==> src/pkg/rtcc_defs.svh <==
// Register offsets, field positions and reset values of the clock control block
`ifndef RTCC_DEFS_SVH
`define RTCC_DEFS_SVH
`define RTCC_IDX_CTRL      12'hF3F
`define RTCC_ADDR_CTRL     14'h3CFC
`define RTCC_ADDR_STAT     14'h3D00
`define RTCC_ADDR_MASK     14'h3D04
`define RTCC_ADDR_COUNT    14'h3D08
`define RTCC_ADDR_ALMV     14'h3D0C
`define RTCC_BIT_SYNC      7
`define RTCC_BIT_ALARM     6
`define RTCC_BIT_BCD       4
`define RTCC_BIT_MODE      3
`define RTCC_BIT_DST       1
`define RTCC_BIT_LOCK      0
`define RTCC_CTRL_WMASK    8'h1B
`define RTCC_CTRL_RESET    8'h00
`define RTCC_IRQ_ALARM     0
`define RTCC_IRQ_TICK      1
`define RTCC_IRQ_W         2
`define RTCC_RESP_OKAY     2'h0
`define RTCC_RESP_SLVERR   2'h2
`define RTCC_PRESCALE      16'h0019
`endif

==> src/pkg/rtcc_pkg.sv <==
// Types shared by the clock control block
package rtcc_pkg;
  typedef enum logic [1:0] {RTCC_IDLE, RTCC_RESP} rtcc_bus_state_t;

  typedef struct packed {
    logic [7:0]  b3;
    logic [7:0]  b2;
    logic [7:0]  b1;
    logic [7:0]  b0;
  } rtcc_count_t;
endpackage

==> src/verilog/rtcc_counter.sv <==
// Four-byte time counter with binary or decimal digit stepping
`timescale 1ns/1ns
`include "rtcc_defs.svh"
module rtcc_counter #(
  parameter logic [15:0] PRESCALE = `RTCC_PRESCALE
) (
  input  wire logic                 clock,
  input  wire logic                 rst_b,
  input  wire logic                 run,
  input  wire logic                 useBcd,
  input  wire logic                 load,
  input  wire rtcc_pkg::rtcc_count_t loadValue,
  output rtcc_pkg::rtcc_count_t     count,
  output logic                      tick,
  output logic                      busy
);
  typedef struct packed {
    logic [15:0]           pre;
    rtcc_pkg::rtcc_count_t cnt;
    logic                  tick;
    logic                  busy;
  } rtcc_cnt_state_t;

  rtcc_cnt_state_t s_q;
  rtcc_cnt_state_t s_d;

  // One byte step; returns carry in bit 8
  function automatic logic [8:0] stepByte(input logic [7:0] v,
                                          input logic bcd);
    logic [8:0] r;
    r = {1'b0, v} + 9'h001;
    if (bcd) begin
      if (v == 8'h99) begin
        r = 9'h100;
      end else if (v[3:0] >= 4'h9) begin
        r = {1'b0, v[7:4] + 4'h1, 4'h0};
      end
    end
    return r;
  endfunction

  always_comb begin
    logic [8:0] c0;
    logic [8:0] c1;
    logic [8:0] c2;
    logic [8:0] c3;
    c0 = stepByte(s_q.cnt.b0, useBcd);
    c1 = stepByte(s_q.cnt.b1, useBcd);
    c2 = stepByte(s_q.cnt.b2, useBcd);
    c3 = stepByte(s_q.cnt.b3, useBcd);
    s_d = s_q;
    s_d.tick = 1'b0;
    s_d.busy = 1'b0;
    if (load) begin
      s_d.cnt = loadValue;
    end
    if (!run) begin
      s_d.pre = 16'h0000;
    end else if (s_q.pre == PRESCALE - 16'h0001) begin
      s_d.pre = 16'h0000;
      s_d.tick = 1'b1;
      s_d.busy = 1'b1;
      s_d.cnt.b0 = c0[7:0];
      if (c0[8]) begin
        s_d.cnt.b1 = c1[7:0];
        if (c1[8]) begin
          s_d.cnt.b2 = c2[7:0];
          if (c2[8]) begin
            s_d.cnt.b3 = c3[7:0];
          end
        end
      end
    end else begin
      s_d.pre = s_q.pre + 16'h0001;
      // Warn one cycle ahead of a change
      s_d.busy = (s_q.pre == PRESCALE - 16'h0002);
    end
  end

  always_ff @(posedge clock or negedge rst_b) begin
    if (!rst_b) begin
      s_q <= '0;
    end else begin
      s_q <= s_d;
    end
  end

  assign count = s_q.cnt;
  assign tick  = s_q.tick;
  assign busy  = s_q.busy;
endmodule // rtcc_counter

==> src/verilog/rtcc_control.sv <==
// Clock control and status register with AXI4-Lite access and interrupt
`timescale 1ns/1ns
`include "rtcc_defs.svh"
module rtcc_control #(
  parameter logic [15:0] PRESCALE = `RTCC_PRESCALE
) (
  input  wire logic        clock,
  input  wire logic        rst_b,
  input  wire logic [13:0] s_axi_awaddr,
  input  wire logic        s_axi_awvalid,
  output logic             s_axi_awready,
  input  wire logic [31:0] s_axi_wdata,
  input  wire logic [3:0]  s_axi_wstrb,
  input  wire logic        s_axi_wvalid,
  output logic             s_axi_wready,
  output logic [1:0]       s_axi_bresp,
  output logic             s_axi_bvalid,
  input  wire logic        s_axi_bready,
  input  wire logic [13:0] s_axi_araddr,
  input  wire logic        s_axi_arvalid,
  output logic             s_axi_arready,
  output logic [31:0]      s_axi_rdata,
  output logic [1:0]       s_axi_rresp,
  output logic             s_axi_rvalid,
  input  wire logic        s_axi_rready,
  output logic             irq
);
  typedef struct packed {
    logic [7:0]                ctrl;
    logic [`RTCC_IRQ_W-1:0]    stat;
    logic [`RTCC_IRQ_W-1:0]    mask;
    rtcc_pkg::rtcc_count_t     almv;
    logic                      awHeld;
    logic [13:0]               awAddr;
    logic                      wHeld;
    logic [31:0]               wData;
    logic [3:0]                wStrb;
    rtcc_pkg::rtcc_bus_state_t wrSt;
    logic [1:0]                bresp;
    rtcc_pkg::rtcc_bus_state_t rdSt;
    logic [31:0]               rdata;
    logic [1:0]                rresp;
    logic                      irq;
    logic                      lockSeen;
    logic                      awRdy;
    logic                      wRdy;
    logic                      bValid;
    logic                      arRdy;
    logic                      rValid;
  } rtcc_state_t;

  rtcc_state_t s_q;
  rtcc_state_t s_d;

  rtcc_pkg::rtcc_count_t count;
  logic                  tick;
  logic                  busy;
  logic                  loadCnt;
  rtcc_pkg::rtcc_count_t loadVal;
  logic                  useBcd;
  logic                  alarmHit;

  // Byte-lane merge used by every writable register
  function automatic logic [31:0] merge(input logic [31:0] old,
                                        input logic [31:0] nw,
                                        input logic [3:0] strb);
    logic [31:0] r;
    r = old;
    for (int i = 0; i < 4; i++) begin
      if (strb[i]) begin
        r[8*i +: 8] = nw[8*i +: 8];
      end
    end
    return r;
  endfunction

  function automatic logic mapped(input logic [13:0] a);
    return a == `RTCC_ADDR_CTRL || a == `RTCC_ADDR_STAT ||
           a == `RTCC_ADDR_MASK || a == `RTCC_ADDR_COUNT ||
           a == `RTCC_ADDR_ALMV;
  endfunction

  assign useBcd = s_q.ctrl[`RTCC_BIT_BCD] & ~s_q.ctrl[`RTCC_BIT_MODE];

  assign alarmHit = (count == s_q.almv);

  rtcc_counter #(
    .PRESCALE (PRESCALE)
  ) u_counter (
    .clock     (clock),
    .rst_b     (rst_b),
    .run       (s_q.ctrl[`RTCC_BIT_LOCK]),
    .useBcd    (useBcd),
    .load      (loadCnt),
    .loadValue (loadVal),
    .count     (count),
    .tick      (tick),
    .busy      (busy)
  );

  always_comb begin
    logic        doWrite;
    logic [31:0] nv;
    logic [7:0]  rdCtrl;
    logic        alarmNow;
    logic        lockRise;
    s_d = s_q;
    rdCtrl = 8'h00;
    alarmNow = 1'b0;
    lockRise = 1'b0;
    loadCnt = 1'b0;
    loadVal = count;
    doWrite = 1'b0;
    nv = 32'h0000_0000;
    // Address and data accepted in either order
    if (s_axi_awvalid && s_axi_awready) begin
      s_d.awHeld = 1'b1;
      s_d.awAddr = s_axi_awaddr;
    end
    if (s_axi_wvalid && s_axi_wready) begin
      s_d.wHeld = 1'b1;
      s_d.wData = s_axi_wdata;
      s_d.wStrb = s_axi_wstrb;
    end
    if (s_q.wrSt == rtcc_pkg::RTCC_IDLE && s_q.awHeld && s_q.wHeld) begin
      doWrite = 1'b1;
      s_d.awHeld = 1'b0;
      s_d.wHeld = 1'b0;
      s_d.wrSt = rtcc_pkg::RTCC_RESP;
      s_d.bresp = mapped(s_q.awAddr) ? `RTCC_RESP_OKAY : `RTCC_RESP_SLVERR;
    end
    if (s_q.wrSt == rtcc_pkg::RTCC_RESP && s_axi_bready) begin
      s_d.wrSt = rtcc_pkg::RTCC_IDLE;
    end
    if (doWrite) begin
      unique case (s_q.awAddr)
        `RTCC_ADDR_CTRL: begin
          nv = merge({24'h0, s_q.ctrl}, s_q.wData, s_q.wStrb);
          s_d.ctrl = (s_q.ctrl & ~`RTCC_CTRL_WMASK) |
                     (nv[7:0] & `RTCC_CTRL_WMASK);
        end
        `RTCC_ADDR_MASK: begin
          nv = merge({30'h0, s_q.mask}, s_q.wData, s_q.wStrb);
          s_d.mask = nv[`RTCC_IRQ_W-1:0];
        end
        `RTCC_ADDR_COUNT: begin
          if (!s_q.ctrl[`RTCC_BIT_LOCK]) begin
            loadCnt = 1'b1;
            loadVal = merge(count, s_q.wData, s_q.wStrb);
          end
        end
        `RTCC_ADDR_ALMV: begin
          s_d.almv = merge(s_q.almv, s_q.wData, s_q.wStrb);
        end
        default: begin
        end
      endcase
    end

    // alarm follows lock set and increments
    lockRise = s_q.ctrl[`RTCC_BIT_LOCK] & ~s_q.lockSeen;
    s_d.lockSeen = s_q.ctrl[`RTCC_BIT_LOCK];
    alarmNow = s_q.ctrl[`RTCC_BIT_ALARM];
    if (lockRise || tick) begin
      alarmNow = alarmHit;
    end
    s_d.ctrl[`RTCC_BIT_ALARM] = alarmNow;

    // sync low unless counts may move
    // Gated by lock: once stopped, counts stand still
    s_d.ctrl[`RTCC_BIT_SYNC] = busy & s_q.ctrl[`RTCC_BIT_LOCK];

    // Set wins over a write-one clear
    if (doWrite && s_q.awAddr == `RTCC_ADDR_STAT) begin
      nv = merge({30'h0, s_q.stat}, s_q.wData, s_q.wStrb);
      s_d.stat = s_q.stat & ~nv[`RTCC_IRQ_W-1:0];
    end
    if (alarmNow && !s_q.ctrl[`RTCC_BIT_ALARM]) begin
      s_d.stat[`RTCC_IRQ_ALARM] = 1'b1;
    end
    if (tick) begin
      s_d.stat[`RTCC_IRQ_TICK] = 1'b1;
    end
    s_d.irq = |(s_d.stat & s_d.mask);

    // Read channel, one word in flight
    if (s_q.rdSt == rtcc_pkg::RTCC_IDLE && s_axi_arvalid) begin
      s_d.rdSt = rtcc_pkg::RTCC_RESP;
      s_d.rresp = mapped(s_axi_araddr) ? `RTCC_RESP_OKAY
                                       : `RTCC_RESP_SLVERR;
      rdCtrl = s_q.ctrl;
      unique case (s_axi_araddr)
        `RTCC_ADDR_CTRL:  s_d.rdata = {24'h0, rdCtrl};
        `RTCC_ADDR_STAT:  s_d.rdata = {30'h0, s_q.stat};
        `RTCC_ADDR_MASK:  s_d.rdata = {30'h0, s_q.mask};
        `RTCC_ADDR_COUNT: s_d.rdata = count;
        `RTCC_ADDR_ALMV:  s_d.rdata = s_q.almv;
        default:          s_d.rdata = 32'h0000_0000;
      endcase
    end
    if (s_q.rdSt == rtcc_pkg::RTCC_RESP && s_axi_rready) begin
      s_d.rdSt = rtcc_pkg::RTCC_IDLE;
    end

    // Handshake outputs held in flops, one per port
    s_d.awRdy  = ~s_d.awHeld;
    s_d.wRdy   = ~s_d.wHeld;
    s_d.bValid = (s_d.wrSt == rtcc_pkg::RTCC_RESP);
    s_d.arRdy  = (s_d.rdSt == rtcc_pkg::RTCC_IDLE);
    s_d.rValid = (s_d.rdSt == rtcc_pkg::RTCC_RESP);
  end

  always_ff @(posedge clock or negedge rst_b) begin
    if (!rst_b) begin
      s_q <= '0;
      // Ready flags high in reset so the first request is taken
      s_q.awRdy <= 1'b1;
      s_q.wRdy <= 1'b1;
      s_q.arRdy <= 1'b1;
    end else begin
      s_q <= s_d;
    end
  end

  assign s_axi_awready = s_q.awRdy;
  assign s_axi_wready  = s_q.wRdy;
  assign s_axi_bvalid  = s_q.bValid;
  assign s_axi_bresp   = s_q.bresp;
  assign s_axi_arready = s_q.arRdy;
  assign s_axi_rvalid  = s_q.rValid;
  assign s_axi_rdata   = s_q.rdata;
  assign s_axi_rresp   = s_q.rresp;
  assign irq           = s_q.irq;
endmodule // rtcc_control

==> config.mk <==
export PLATFORM = sky130hd
export DESIGN_NAME = rtcc_control
export DESIGN_NICKNAME = d
export VERILOG_FILES = /design/src/pkg/rtcc_pkg.sv /design/src/verilog/rtcc_counter.sv /design/src/verilog/rtcc_control.sv
export VERILOG_INCLUDE_DIRS = /design/src /design/src/pkg
export SDC_FILE = /design/constraint.sdc
export NUM_CORES = 1
export LEC_CHECK = 0
export CORE_ASPECT_RATIO = 0.6
export CORE_MARGIN = 1
export CORE_UTILIZATION = 50
export DETAILED_ROUTE_END_ITERATION = 8
export DONT_BUFFER_PORTS = 1
export GPL_TIMING_DRIVEN = 0
export SKIP_CTS_REPAIR_TIMING = 1
export SLEW_MARGIN = 0
export SYNTH_ARGS = -nofsm -noshare
export SYNTH_HDL_FRONTEND = slang
export SYNTH_SLANG_ARGS = --single-unit
==> constraint.sdc <==
create_clock -name clock -period 4.2 [get_ports clock]
set_input_delay 1.05 -clock clock [delete_from_list [all_inputs] [get_ports clock]]
set_output_delay 1.05 -clock clock [all_outputs]
set_load 0.05 [all_outputs]
# Word-level counts from Yosys, hierarchy flattened
# Cells that the tools add are included.
# word_totals
register_bits	193
in_bits	71
out_inout_bits	42
elab_cells	165
# classes
add_sub_neg	9
n_lt_le_gt_ge	4
eq_ne	21
n_mux	60
bitwise	11
n_reduce_logical	28
# ops
cell	n
32-bit two-way mux	5
32-bit case mux with 5 select lines	1
14-bit equality test, second input constant	10
8-bit two-way mux	12
9-bit two-way mux	9
34-bit two-way mux	2
16-bit two-way mux	3
37-bit two-way mux	1
36-bit two-way mux	1
33-bit two-way mux	1
16-bit by 5-bit equality test with 1-bit output, second input constant	2
32-bit equality test	1
8-bit equality test, second input constant	4
8-bit by 1-bit adder with 9-bit output, second input constant	3
24-bit two-way mux	1
2-bit two-way mux	9
16-bit by 1-bit adder with 16-bit output, second input constant	1
4-bit by 1-bit adder with 4-bit output, second input constant	4
4-bit >= comparator, second input constant	4
15-bit two-way mux	1
5-bit two-way mux	3
3-bit AND reduction	4
1-bit two-way mux	10
1-bit logical AND	9
13 further kinds	32

# Logic depth before layout (Yosys ltp)
# Gate-level depths: netlist (run 1).
# depth
word_depth	12
ltp_mapped	10
ltp_nobuf	8

# Modules after synthesis
# A second synthesis (run 1) with hierarchy kept.
# unflattened
hier_cells	977
area_unflattened_um2	10470.0
# by_module_without_submodules
module	n_inst	cells_per_inst	area_per_inst_um2	seq_area_each_um2
rtcc_control	1	565	6769.0	3482.1
rtcc_counter	1	412	3701.0	1251.2

# Worst setup path before layout (run 1)
# OpenSTA, ideal clock, no wires.
# synth_path
path_type	input -> register
from	input port s_axi_araddr[1]
to	register s_q, in the netlist s_axi_rdata[22]
setup_time_ns	0.083
arrival_ns	2.499
t_required_ns	4.117
path_slack_ns	1.619
stages	6
path_buffers	1
path_cell_list	nor4_1 -> nand3_1 -> nor3_1 -> o21ai_0 -> clkbuf_1 -> o21ai_0
# synth_via
elab_chain_cells	2
word_cells_on_any_way	6
cone_classes	5 x eq/ne; 1 x mux
# synth_rtl
item	line	source
from (decl)	rtcc_control.sv:19	input wire logic [13:0] s_axi_araddr,
14-bit equality test	rtcc_control.sv:192	unique case (s_axi_araddr)
32-bit case mux with 5 select lines (*)	rtcc_control.sv:192	
to (decl)	rtcc_control.sv:52	rtcc_state_t s_q;
# Every way passes the cells marked *; elsewhere a longest branch is shown, timed or not.
# A chain may end at the register's enable or synchronous reset.

# Worst setup path after layout (run 1)
# layout_path
from	input port s_axi_araddr[1]
to	register s_q, in the netlist s_axi_rdata[10]
# Same word-level chain as after synthesis.

==> run metrics, run 1 <==
nets 1022; Worst path slowest cell nor3_1; Hold Path Class in -> async; slowest stage delay, CP 1010 ps; total number of vias 7161; #FFs+latches synth 189; share of layout cells above drive strength 1 between 10% and 20%; IO Pins 113; number of synthesized flops with an enable pin 0; routed length per instance between 20 and 25 um; first-pass GRT wire length about 38 mm; RD Place Congestion about 0.90; vias per std cell roughly 6; switching pwr 1.29 mW; Finish-stage setup viols 0; CP Class in -> reg; Bufs on Longest Clock Path 2; cell count after synthesis between 900 and 1k; clock sink count between 150 and 200; Avg Cell Area, Syn roughly 11 sq um; period utilisation layout 83.1%; register area share after synthesis between 40 and 50%; Max-cap violations 0; CP most frequent cell o21ai_0; Crit Path Max Fanout 10; row count 39; post-detail-place hpwl approximately 18 mm; initial antenna violation count 2; synth warn 0; number of diodes 0; grt total ovfl 0; H-tree Lvls 4; Iter 0 DRT Violations 628; library cells used by synthesis 66; met1 usage ~39%; Setup WS post-layout between 700 and 800 ps; Clk pwr share between 30% and 40%; final hold violations 0; largest net degree at the start of global routing between 150 and 200; Total Routing Usage GR between 20% and 30%; status complete, no violations; Slew Limit Headroom 15.4%; DP Area between 10000 and 15000 sq um; Power Density 434 nW/um^2; RSZ-0062 raised after global routing false; Setup TNS 0 ps; min Tclk post-route between 3000 and 4000 ps; Crit path arrival time about 3800 ps; Core Region roughly 19000 sq um; grt met3 use between 7 and 8%; FMAX 287 MHz; Sw Ratio between 20% and 30%; clk slew on worst S/H paths about 70 ps; Worst path top cell family by delay simple AND/OR/NAND/NOR gates; worst slew pin tran 1260 ps; worst skew pair latency around 440 ps; Initial Util slightly above 50%; final core occ 55.8%; P&R area growth vs syn 9.26%; peak supply drop about 0.28 mV; ys async rst share 100%; total wire length about 25 mm; Post-Place Setup Slack around 360 ps; # DRC 0; Final Max Tran Viols 0; Mapped Area about 9700 sq um; Worst Path Buf+Inv 1; WP data required approximately 4600 ps; global-route met2 utilization 35.6%; Combinational Power Share roughly an eighth; CP Capture Type flip-flop; ANT nets after route 0; Finished Cell Area approximately 11000 sq um; port bufs 0; Root Buffer clkbuf_16; TritonCTS clock tree done; Top FF cell, synth dfrtp_1; Die W ~180 um; Die Y about 110 um; Leakage approximately 4.5 nW; Pint around 3.3 mW; CTS buffer count 17; DR pass1 iterations 8; register share of total power between 50% and 60%; Die ar. around 20000 sq um; number of global-route vias before repair about 6.9k; CP Cell Sequence nor4_1, nand3_1, nor3_1, o21ai_0, clkbuf_1, o21ai_0; busiest layer in global routing met1; Critical Path Start Type primary input; Post-Route Skew between 10 and 15 ps
## power by group through the flow
stage / logic [mW] / clock network [mW] / registers (mW)
after floorplan: 0.451 / 0 / 2.35
after global placement: 0.523 / 0 / 2.45
after detailed placement: 0.544 / 0 / 2.47
after CTS: 0.548 / 1.65 / 2.43
after global routing: 0.592 / 1.72 / 2.48
final: 0.542 / 1.62 / 2.44
## metrics by stage
| step | instances | power [mW] | hold slack [ps] |
|---|---|---|---|
| 5_1_grt | 1188 | 4.79 | 277 |
| 4_1_cts | 1188 | 4.63 | 281 |
| 6_report | 1188 | 4.60 | 303 |
| 2_1_floorplan | 910 | 2.80 | 426 |
| 3_5_place_dp | 1156 | 3.01 | 456 |
| 3_3_place_gp | 1156 | 2.97 | 448 |
## Yosys cell counts (all sizes together) (2+ instances only)
cell type | number | area share [%]
a21boi | 3 | 0.23
nor4 | 10 | 1.1
a21oi | 30 | 1.5
nand3b | 5 | 0.39
or4bb | 2 | 0.23
mux2i | 16 | 1.7
a21o | 3 | 0.23
a32oi | 4 | 0.36
and3b | 2 | 0.18
a222oi | 6 | 0.62
nand4b | 5 | 0.45
nand3 | 39 | 2.0
nand4 | 16 | 1.0
and4 | 3 | 0.27
or3 | 6 | 0.39
o311ai | 2 | 0.18
nor2 | 44 | 1.8
nor4bb | 3 | 0.31
a31oi | 4 | 0.26
and2 | 10 | 0.65
o211ai | 5 | 0.58
dfstp | 3 | 0.81
nand2b | 2 | 0.13
o31ai | 2 | 0.15
o21a | 3 | 0.23
nor3b | 7 | 0.54
buf | 44 | 3.3
dfrtp | 186 | 48
inv | 31 | 1.2
a22oi | 26 | 2.0
xor2 | 10 | 0.90
ha | 22 | 2.8
xnor2 | 38 | 3.4
nor3 | 14 | 0.83
o2111ai | 2 | 0.18
nand2 | 71 | 2.7
o21ai | 72 | 3.7
and3 | 11 | 0.71
or4 | 2 | 0.23
mux2 | 90 | 10
nor2b | 5 | 0.32
clkbuf | 37 | 1.4
## layout make-up
class / instances / area, sq um
clock buffer: 19 / 443
fill: 1654 / 8390
clock inverter: 13 / 143
tap: 246 / 308
sequential: 189 / 4730
multi-input combinational: 609 / 4390
inverter: 31 / 116
buffer: 81 / 458
## cells by family after synthesis
kind of cell | count (synthesis) | synth area share, %
other | 1 | 0.0387
muxes | 106 | 12.1
and+or+nand+nor | 260 | 14.7
DFF | 189 | 48.8
AOI/OAI and AO/OA | 171 | 11.2
buffers and inverters | 112 | 5.92
adders and majority gates | 22 | 2.84
xor gates and xnor gates | 48 | 4.34
## routing by layer
layer / vias up / wire length, um
li1: 3245 / -
met1: 3577 / 12200
met2: 302 / 10000
met3: 37 / 2130
met4: 0 / 327
met5: - / 0
## registers in the layout (all words and copies together) (netlist names), 16 cells and up
name and flops:
s_axi_rdata 32, s_q 98, u_counter.count 32, u_counter.s_q 16
## cells in the final DEF, fill, tap and decap left out, types with 4 or more instances in the layout
cell type     n
clkbuf_16    17
a32oi_1       4
nand4_1      16
xnor2_1      38
o21ai_1       7
a222oi_1      6
nor3_1       12
mux2i_1      16
nand3_1      39
nor2_1       43
nand2_1      71
and3_1       11
nor2b_1       5
or3_1         6
o21ai_0      65
buf_2         6
clkinvlp_4    5
clkbuf_1     38
and2_1        9
a21oi_1      30
nor3b_1       7
ha_1         22
dfrtp_1     186
inv_1        31
nor4_1        6
buf_4        37
xor2_1       10
a22oi_1      26
nand4b_1      5
nand3b_1      5
a31oi_1       4
mux2_2       90
## worst paths after layout
check / startpoint / to / slack, ps / cells after the start
worst max-delay path: s_axi_araddr[1] / s_axi_rdata[10] / 710 / 6
worst min-delay path: rst_b / s_axi_rdata[26] / 300 / 0
worst max register to register: u_counter.count[25] / u_counter.count[28] / 1440 / 7
worst min register to register: u_counter.busy / s_q[142] / 460 / 1
max in group asynchronous: rst_b / s_axi_wready / 3620 / 0
min in group clock: u_counter.busy / s_q[142] / 460 / 1
Note: power is estimated with default switching activity, not from simulation.
==> run 2, diff against run 1 <==
--- a/config.mk
+++ b/config.mk
@@ -12,6 +12,7 @@
 export DETAILED_ROUTE_END_ITERATION = 8
 export DONT_BUFFER_PORTS = 1
 export GPL_TIMING_DRIVEN = 0
+export PLACE_DENSITY = 0.68
 export SKIP_CTS_REPAIR_TIMING = 1
 export SLEW_MARGIN = 0
 export SYNTH_ARGS = -nofsm -noshare
==> constraint.sdc (replaced) <==
create_clock -name clock -period 3 [get_ports clock]
set_input_delay 0.75 -clock clock [delete_from_list [all_inputs] [get_ports clock]]
set_output_delay 0.75 -clock clock [all_outputs]
set_load 0.05 [all_outputs]
==> run metrics, run 2 (synthesis results as in run 1) <==
status complete, no violations; share of layout cells above drive strength 1 between 20% and 30%; worst slew pin tran a little under 900 ps; RD Place Congestion 0.902; Die Y ~110 um; clk slew on worst S/H paths around 70 ps; Finished Cell Area about 11000 sq um; Die W 182 um; Die ar. between 15000 and 20000 sq um; Root Buffer clkbuf_16; first-pass GRT wire length about 37 mm; routed length per instance 20.4 um; number of global-route vias before repair 6533; DR pass1 iterations 5; grt total ovfl 0; Max-cap violations 0; largest reg by FF count s_q; DP Area around 10000 sq um; Post-Route Skew 10.4 ps; Crit Path Max Fanout 8; commonest non-fill, non-tap cell in the layout dfrtp_1; H-tree Lvls 4; vias per std cell slightly below 6; Fin Hold WS roughly 25 ps; period utilisation layout 89.6%; total number of vias around 7k; TritonCTS clock tree done; max reg flops a little under 100; Iter 0 DRT Violations between 600 and 700; P&R area growth vs syn 10.3%; Final Max Tran Viols 0; WP data required roughly 3300 ps; initial antenna violation count 0; Critical Path Start Type flip-flop; post-detail-place hpwl ~17 mm; ANT nets after route 0; CP Capture Type flip-flop; peak supply drop 0.437 mV; CTS buffer count 17; Core Region ~19000 sq um; port bufs 0; worst skew pair latency 440 ps; Slew Limit Headroom about two fifths; Crit path arrival time between 3000 and 4000 ps; IO Pins between 100 and 150; most frequent cells in the layout dfrtp_1 (186), mux2_2 (90), nand2_1 (71); # DRC 0; metal2 WL around 9.5 mm; RSZ-0062 raised after global routing false; CP Class reg -> reg; wl on met1 between 10 and 15 mm; final hold violations 0; total wire length ~24 mm; Total Routing Usage GR between 20% and 30%; nets slightly above 1k; Power Density about 620 nW/um^2; row count 39; final core occ 56.3%; routed length on met3 ~2.0 mm; clock sink count around 190; Leakage 4.55 nW; FMAX ~370 MHz; Initial Util 51.1%; number of diodes 0; top routing layer used met4; min Tclk post-route 2690 ps; Hold Path Class in -> async; Bufs on Longest Clock Path 2; largest net degree at the start of global routing 190; Finish-stage setup viols 0
[run 2: per-stage QoR]
step	std cells	setup WS, ps	total power, mW	setup TNS, ps
after floorplan	910	719	3.92	0
after global placement	1156	-492	4.18	-12800
after detailed placement	1156	-531	4.21	-13860
after CTS	1187	-94.8	6.63	-806
after global routing	1189	90.5	6.87	0
final	1189	312	6.63	0
[run 2: final cells by class]
cell class / count / area [sq um]
fill: 1640 / 8290
sequential: 189 / 4730
multi-input combinational: 609 / 4410
buffer: 81 / 458
clock buffer: 17 / 425
tap: 246 / 308
clock inverter: 14 / 194
inverter: 31 / 116
timing repair buffer: 2 / 47.5
[run 2: critical path: stages, from the launching register on]
cell and delay (ps):
dfrtp_1 380, or4bb_1 480, buf_2 180, nor4_2 490, nand4_1 570, mux2_2 470
[run 2: final timing paths]
path / slack (ps) / from / end / cells past startpoint
max: 310 / s_q[45] / s_q[103] / 5
min: 20 / rst_b / u_counter.count[27] / 0
max reg2reg: 310 / s_q[45] / s_q[103] / 5
min reg2reg: 460 / s_q[98] / s_axi_awready / 1
max in group asynchronous: 2550 / rst_b / u_counter.count[22] / 1
min in group clock: 440 / s_axi_wstrb[0] / s_q[47] / 2
[run 2: metal layers]
metal  track usage [%]  vias up
met5                 0        -
li1                  -     3258
met1              39.6     3425
met2              32.2      267
met3              7.02       16
met4              5.75        0
[run 2: report_power, final]
| part | total [mW] | leakage (nW) | switching [mW] | internal, mW |
|---|---|---|---|---|
| Clock | 2.42 | 0.299 | 1.02 | 1.39 |
| Sequential | 3.42 | 2.49 | 0.460 | 2.96 |
| Combinational | 0.787 | 1.76 | 0.369 | 0.418 |
==> run 3, diff against run 2 <==
--- a/config.mk
+++ b/config.mk
@@ -8,11 +8,11 @@
 export LEC_CHECK = 0
 export CORE_ASPECT_RATIO = 0.6
 export CORE_MARGIN = 1
-export CORE_UTILIZATION = 50
+export CORE_UTILIZATION = 48
 export DETAILED_ROUTE_END_ITERATION = 8
 export DONT_BUFFER_PORTS = 1
 export GPL_TIMING_DRIVEN = 0
-export PLACE_DENSITY = 0.68
+export PLACE_DENSITY = 0.65
 export SKIP_CTS_REPAIR_TIMING = 1
 export SLEW_MARGIN = 0
 export SYNTH_ARGS = -nofsm -noshare
==> run metrics, run 3 (synthesis results as in run 1) <==
routed length per instance ~20 um; largest net degree at the start of global routing 190; Clk pwr share about a third; vias per std cell 5.84; switching pwr between 1.5 and 2 mW; largest reg by FF count s_q; Crit path arrival time around 3000 ps; final hold violations 0; Root Buffer clkbuf_16; WP data required approximately 3300 ps; Crit Path Max Fanout 7; Initial Util about half; Setup TNS 0 ps; Max-cap violations 0; Power Density 603 nW/um^2; Iter 0 DRT Violations about 550; post-detail-place hpwl about 17 mm; # DRC 0; CP most frequent cell or3_1; RD Place Congestion just under 0.9; period utilisation layout a little over 90%; flop2flop setup slack ~260 ps; status complete, no violations; Final Max Tran Viols 0; Post-Route Skew around 9.3 ps; grt total ovfl 0; max reg flops 98; Die Y 112 um; Finish-stage setup viols 0; Sw Ratio between 20% and 30%; min Tclk post-route approximately 2700 ps; total number of vias 7083; R2R Path End u_counter.count[29]; CP Class reg -> reg; IO Pins 113; Finished Cell Area between 10000 and 15000 sq um; final core occ a little under three fifths; slowest stage delay, CP 530 ps; register share of total power a little over half; clk slew on worst S/H paths 70 ps; commonest non-fill, non-tap cell in the layout dfrtp_1; H-tree Lvls 4; CP Cell Sequence inv_1, ha_1, nor3b_1, or3_1, clkbuf_1, a21boi_1, or3_1, buf_2, a211oi_2, a21oi_1; Die ar. roughly 21000 sq um; CTS buffer count 17; ANT nets after route 0; Total Routing Usage GR between 20% and 30%; reg-to-reg startpoint u_counter.count[17]; Leakage 4.55 nW; total wire length approximately 25 mm; number of global-route vias before repair between 6k and 7k; DR pass1 iterations 5; P&R area growth vs syn 10.3%; first-pass GRT wire length 38.8 mm; Combinational Power Share between 10% and 20%; Die W 185 um; DP Area about 10000 sq um; Worst path slowest cell dfrtp_1; clock sink count roughly 190; peak supply drop 0.440 mV; Core Region 19400 sq um; initial antenna violation count 2; TritonCTS clock tree done; FMAX approximately 360 MHz; CP Capture Type flip-flop; share of layout cells above drive strength 1 19.9%; Critical Path Start Type flip-flop; Slew Limit Headroom between 30% and 40%; Pwr Total approximately 6.5 mW; Hold Path Class in -> async; Bufs on Longest Clock Path 2; worst slew pin tran roughly 1000 ps; Pint between 4 and 5 mW; most frequent cells in the layout dfrtp_1 (186), mux2_2 (90), nand2_1 (71); R2R cell count 10; RSZ-0062 raised after global routing false; worst skew pair latency about 440 ps; nets just over 1k; Fin Hold WS 17.9 ps; port bufs 0; row count 39
[run 3: how the worst max path moves through the flow]
stage | from | endpoint | slack, ps | cells after the start
2_1_floorplan | s_axi_araddr[1] | s_axi_rdata[22] | 720 | 6
3_3_place_gp | s_axi_araddr[1] | s_axi_rdata[10] | -630 | 6
3_5_place_dp | s_axi_araddr[12] | s_axi_rdata[10] | -700 | 7
4_1_cts | s_axi_araddr[12] | s_axi_rdata[7] | -270 | 7
5_1_grt | u_counter.count[17] | u_counter.count[28] | 120 | 10
6_report | u_counter.count[17] | u_counter.count[29] | 260 | 10
[run 3: critical path: cells and delay by family, from the launching register on]
| family | cells | cell delay [ps] |
|---|---|---|
| buf+inv | 3 | 640 |
| flops | 1 | 530 |
| simple gates | 3 | 800 |
| compound gates | 3 | 400 |
| fa+ha+maj | 1 | 230 |
[run 3: layout make-up]
class | instances | area [sq um]
antenna | 1 | 2.50
buffer | 81 | 458
clock buffer | 21 | 460
clock inverter | 11 | 110
fill | 1657 | 8680
inverter | 31 | 116
multi-input combinational | 609 | 4410
sequential | 189 | 4730
tap | 266 | 333
timing repair buffer | 4 | 67.6
[run 3: layer usage]
metal	share of wire, %	vias to the layer above	track usage, %
li1	-	3265	-
met1	51	3513	39.8
met3	8.7	29	6.98
met2	39	274	31.4
met5	0.053	-	0
met4	1.6	2	7.44
[run 3: stage by stage]
step / std cells / worst slack (ps)
after floorplan: 910 / 719
after global placement: 1176 / -627
after detailed placement: 1176 / -705
after CTS: 1208 / -266
after global routing: 1212 / 123
final: 1213 / 256
[run 3: power groups by stage]
stage | combinational, mW | sequential [mW] | clock, mW
floorplan | 0.632 | 3.29 | 0
global placement | 0.726 | 3.46 | 0
detailed placement | 0.749 | 3.48 | 0
CTS | 0.755 | 3.43 | 2.27
global route | 0.848 | 3.49 | 2.37
finish | 0.779 | 3.44 | 2.23
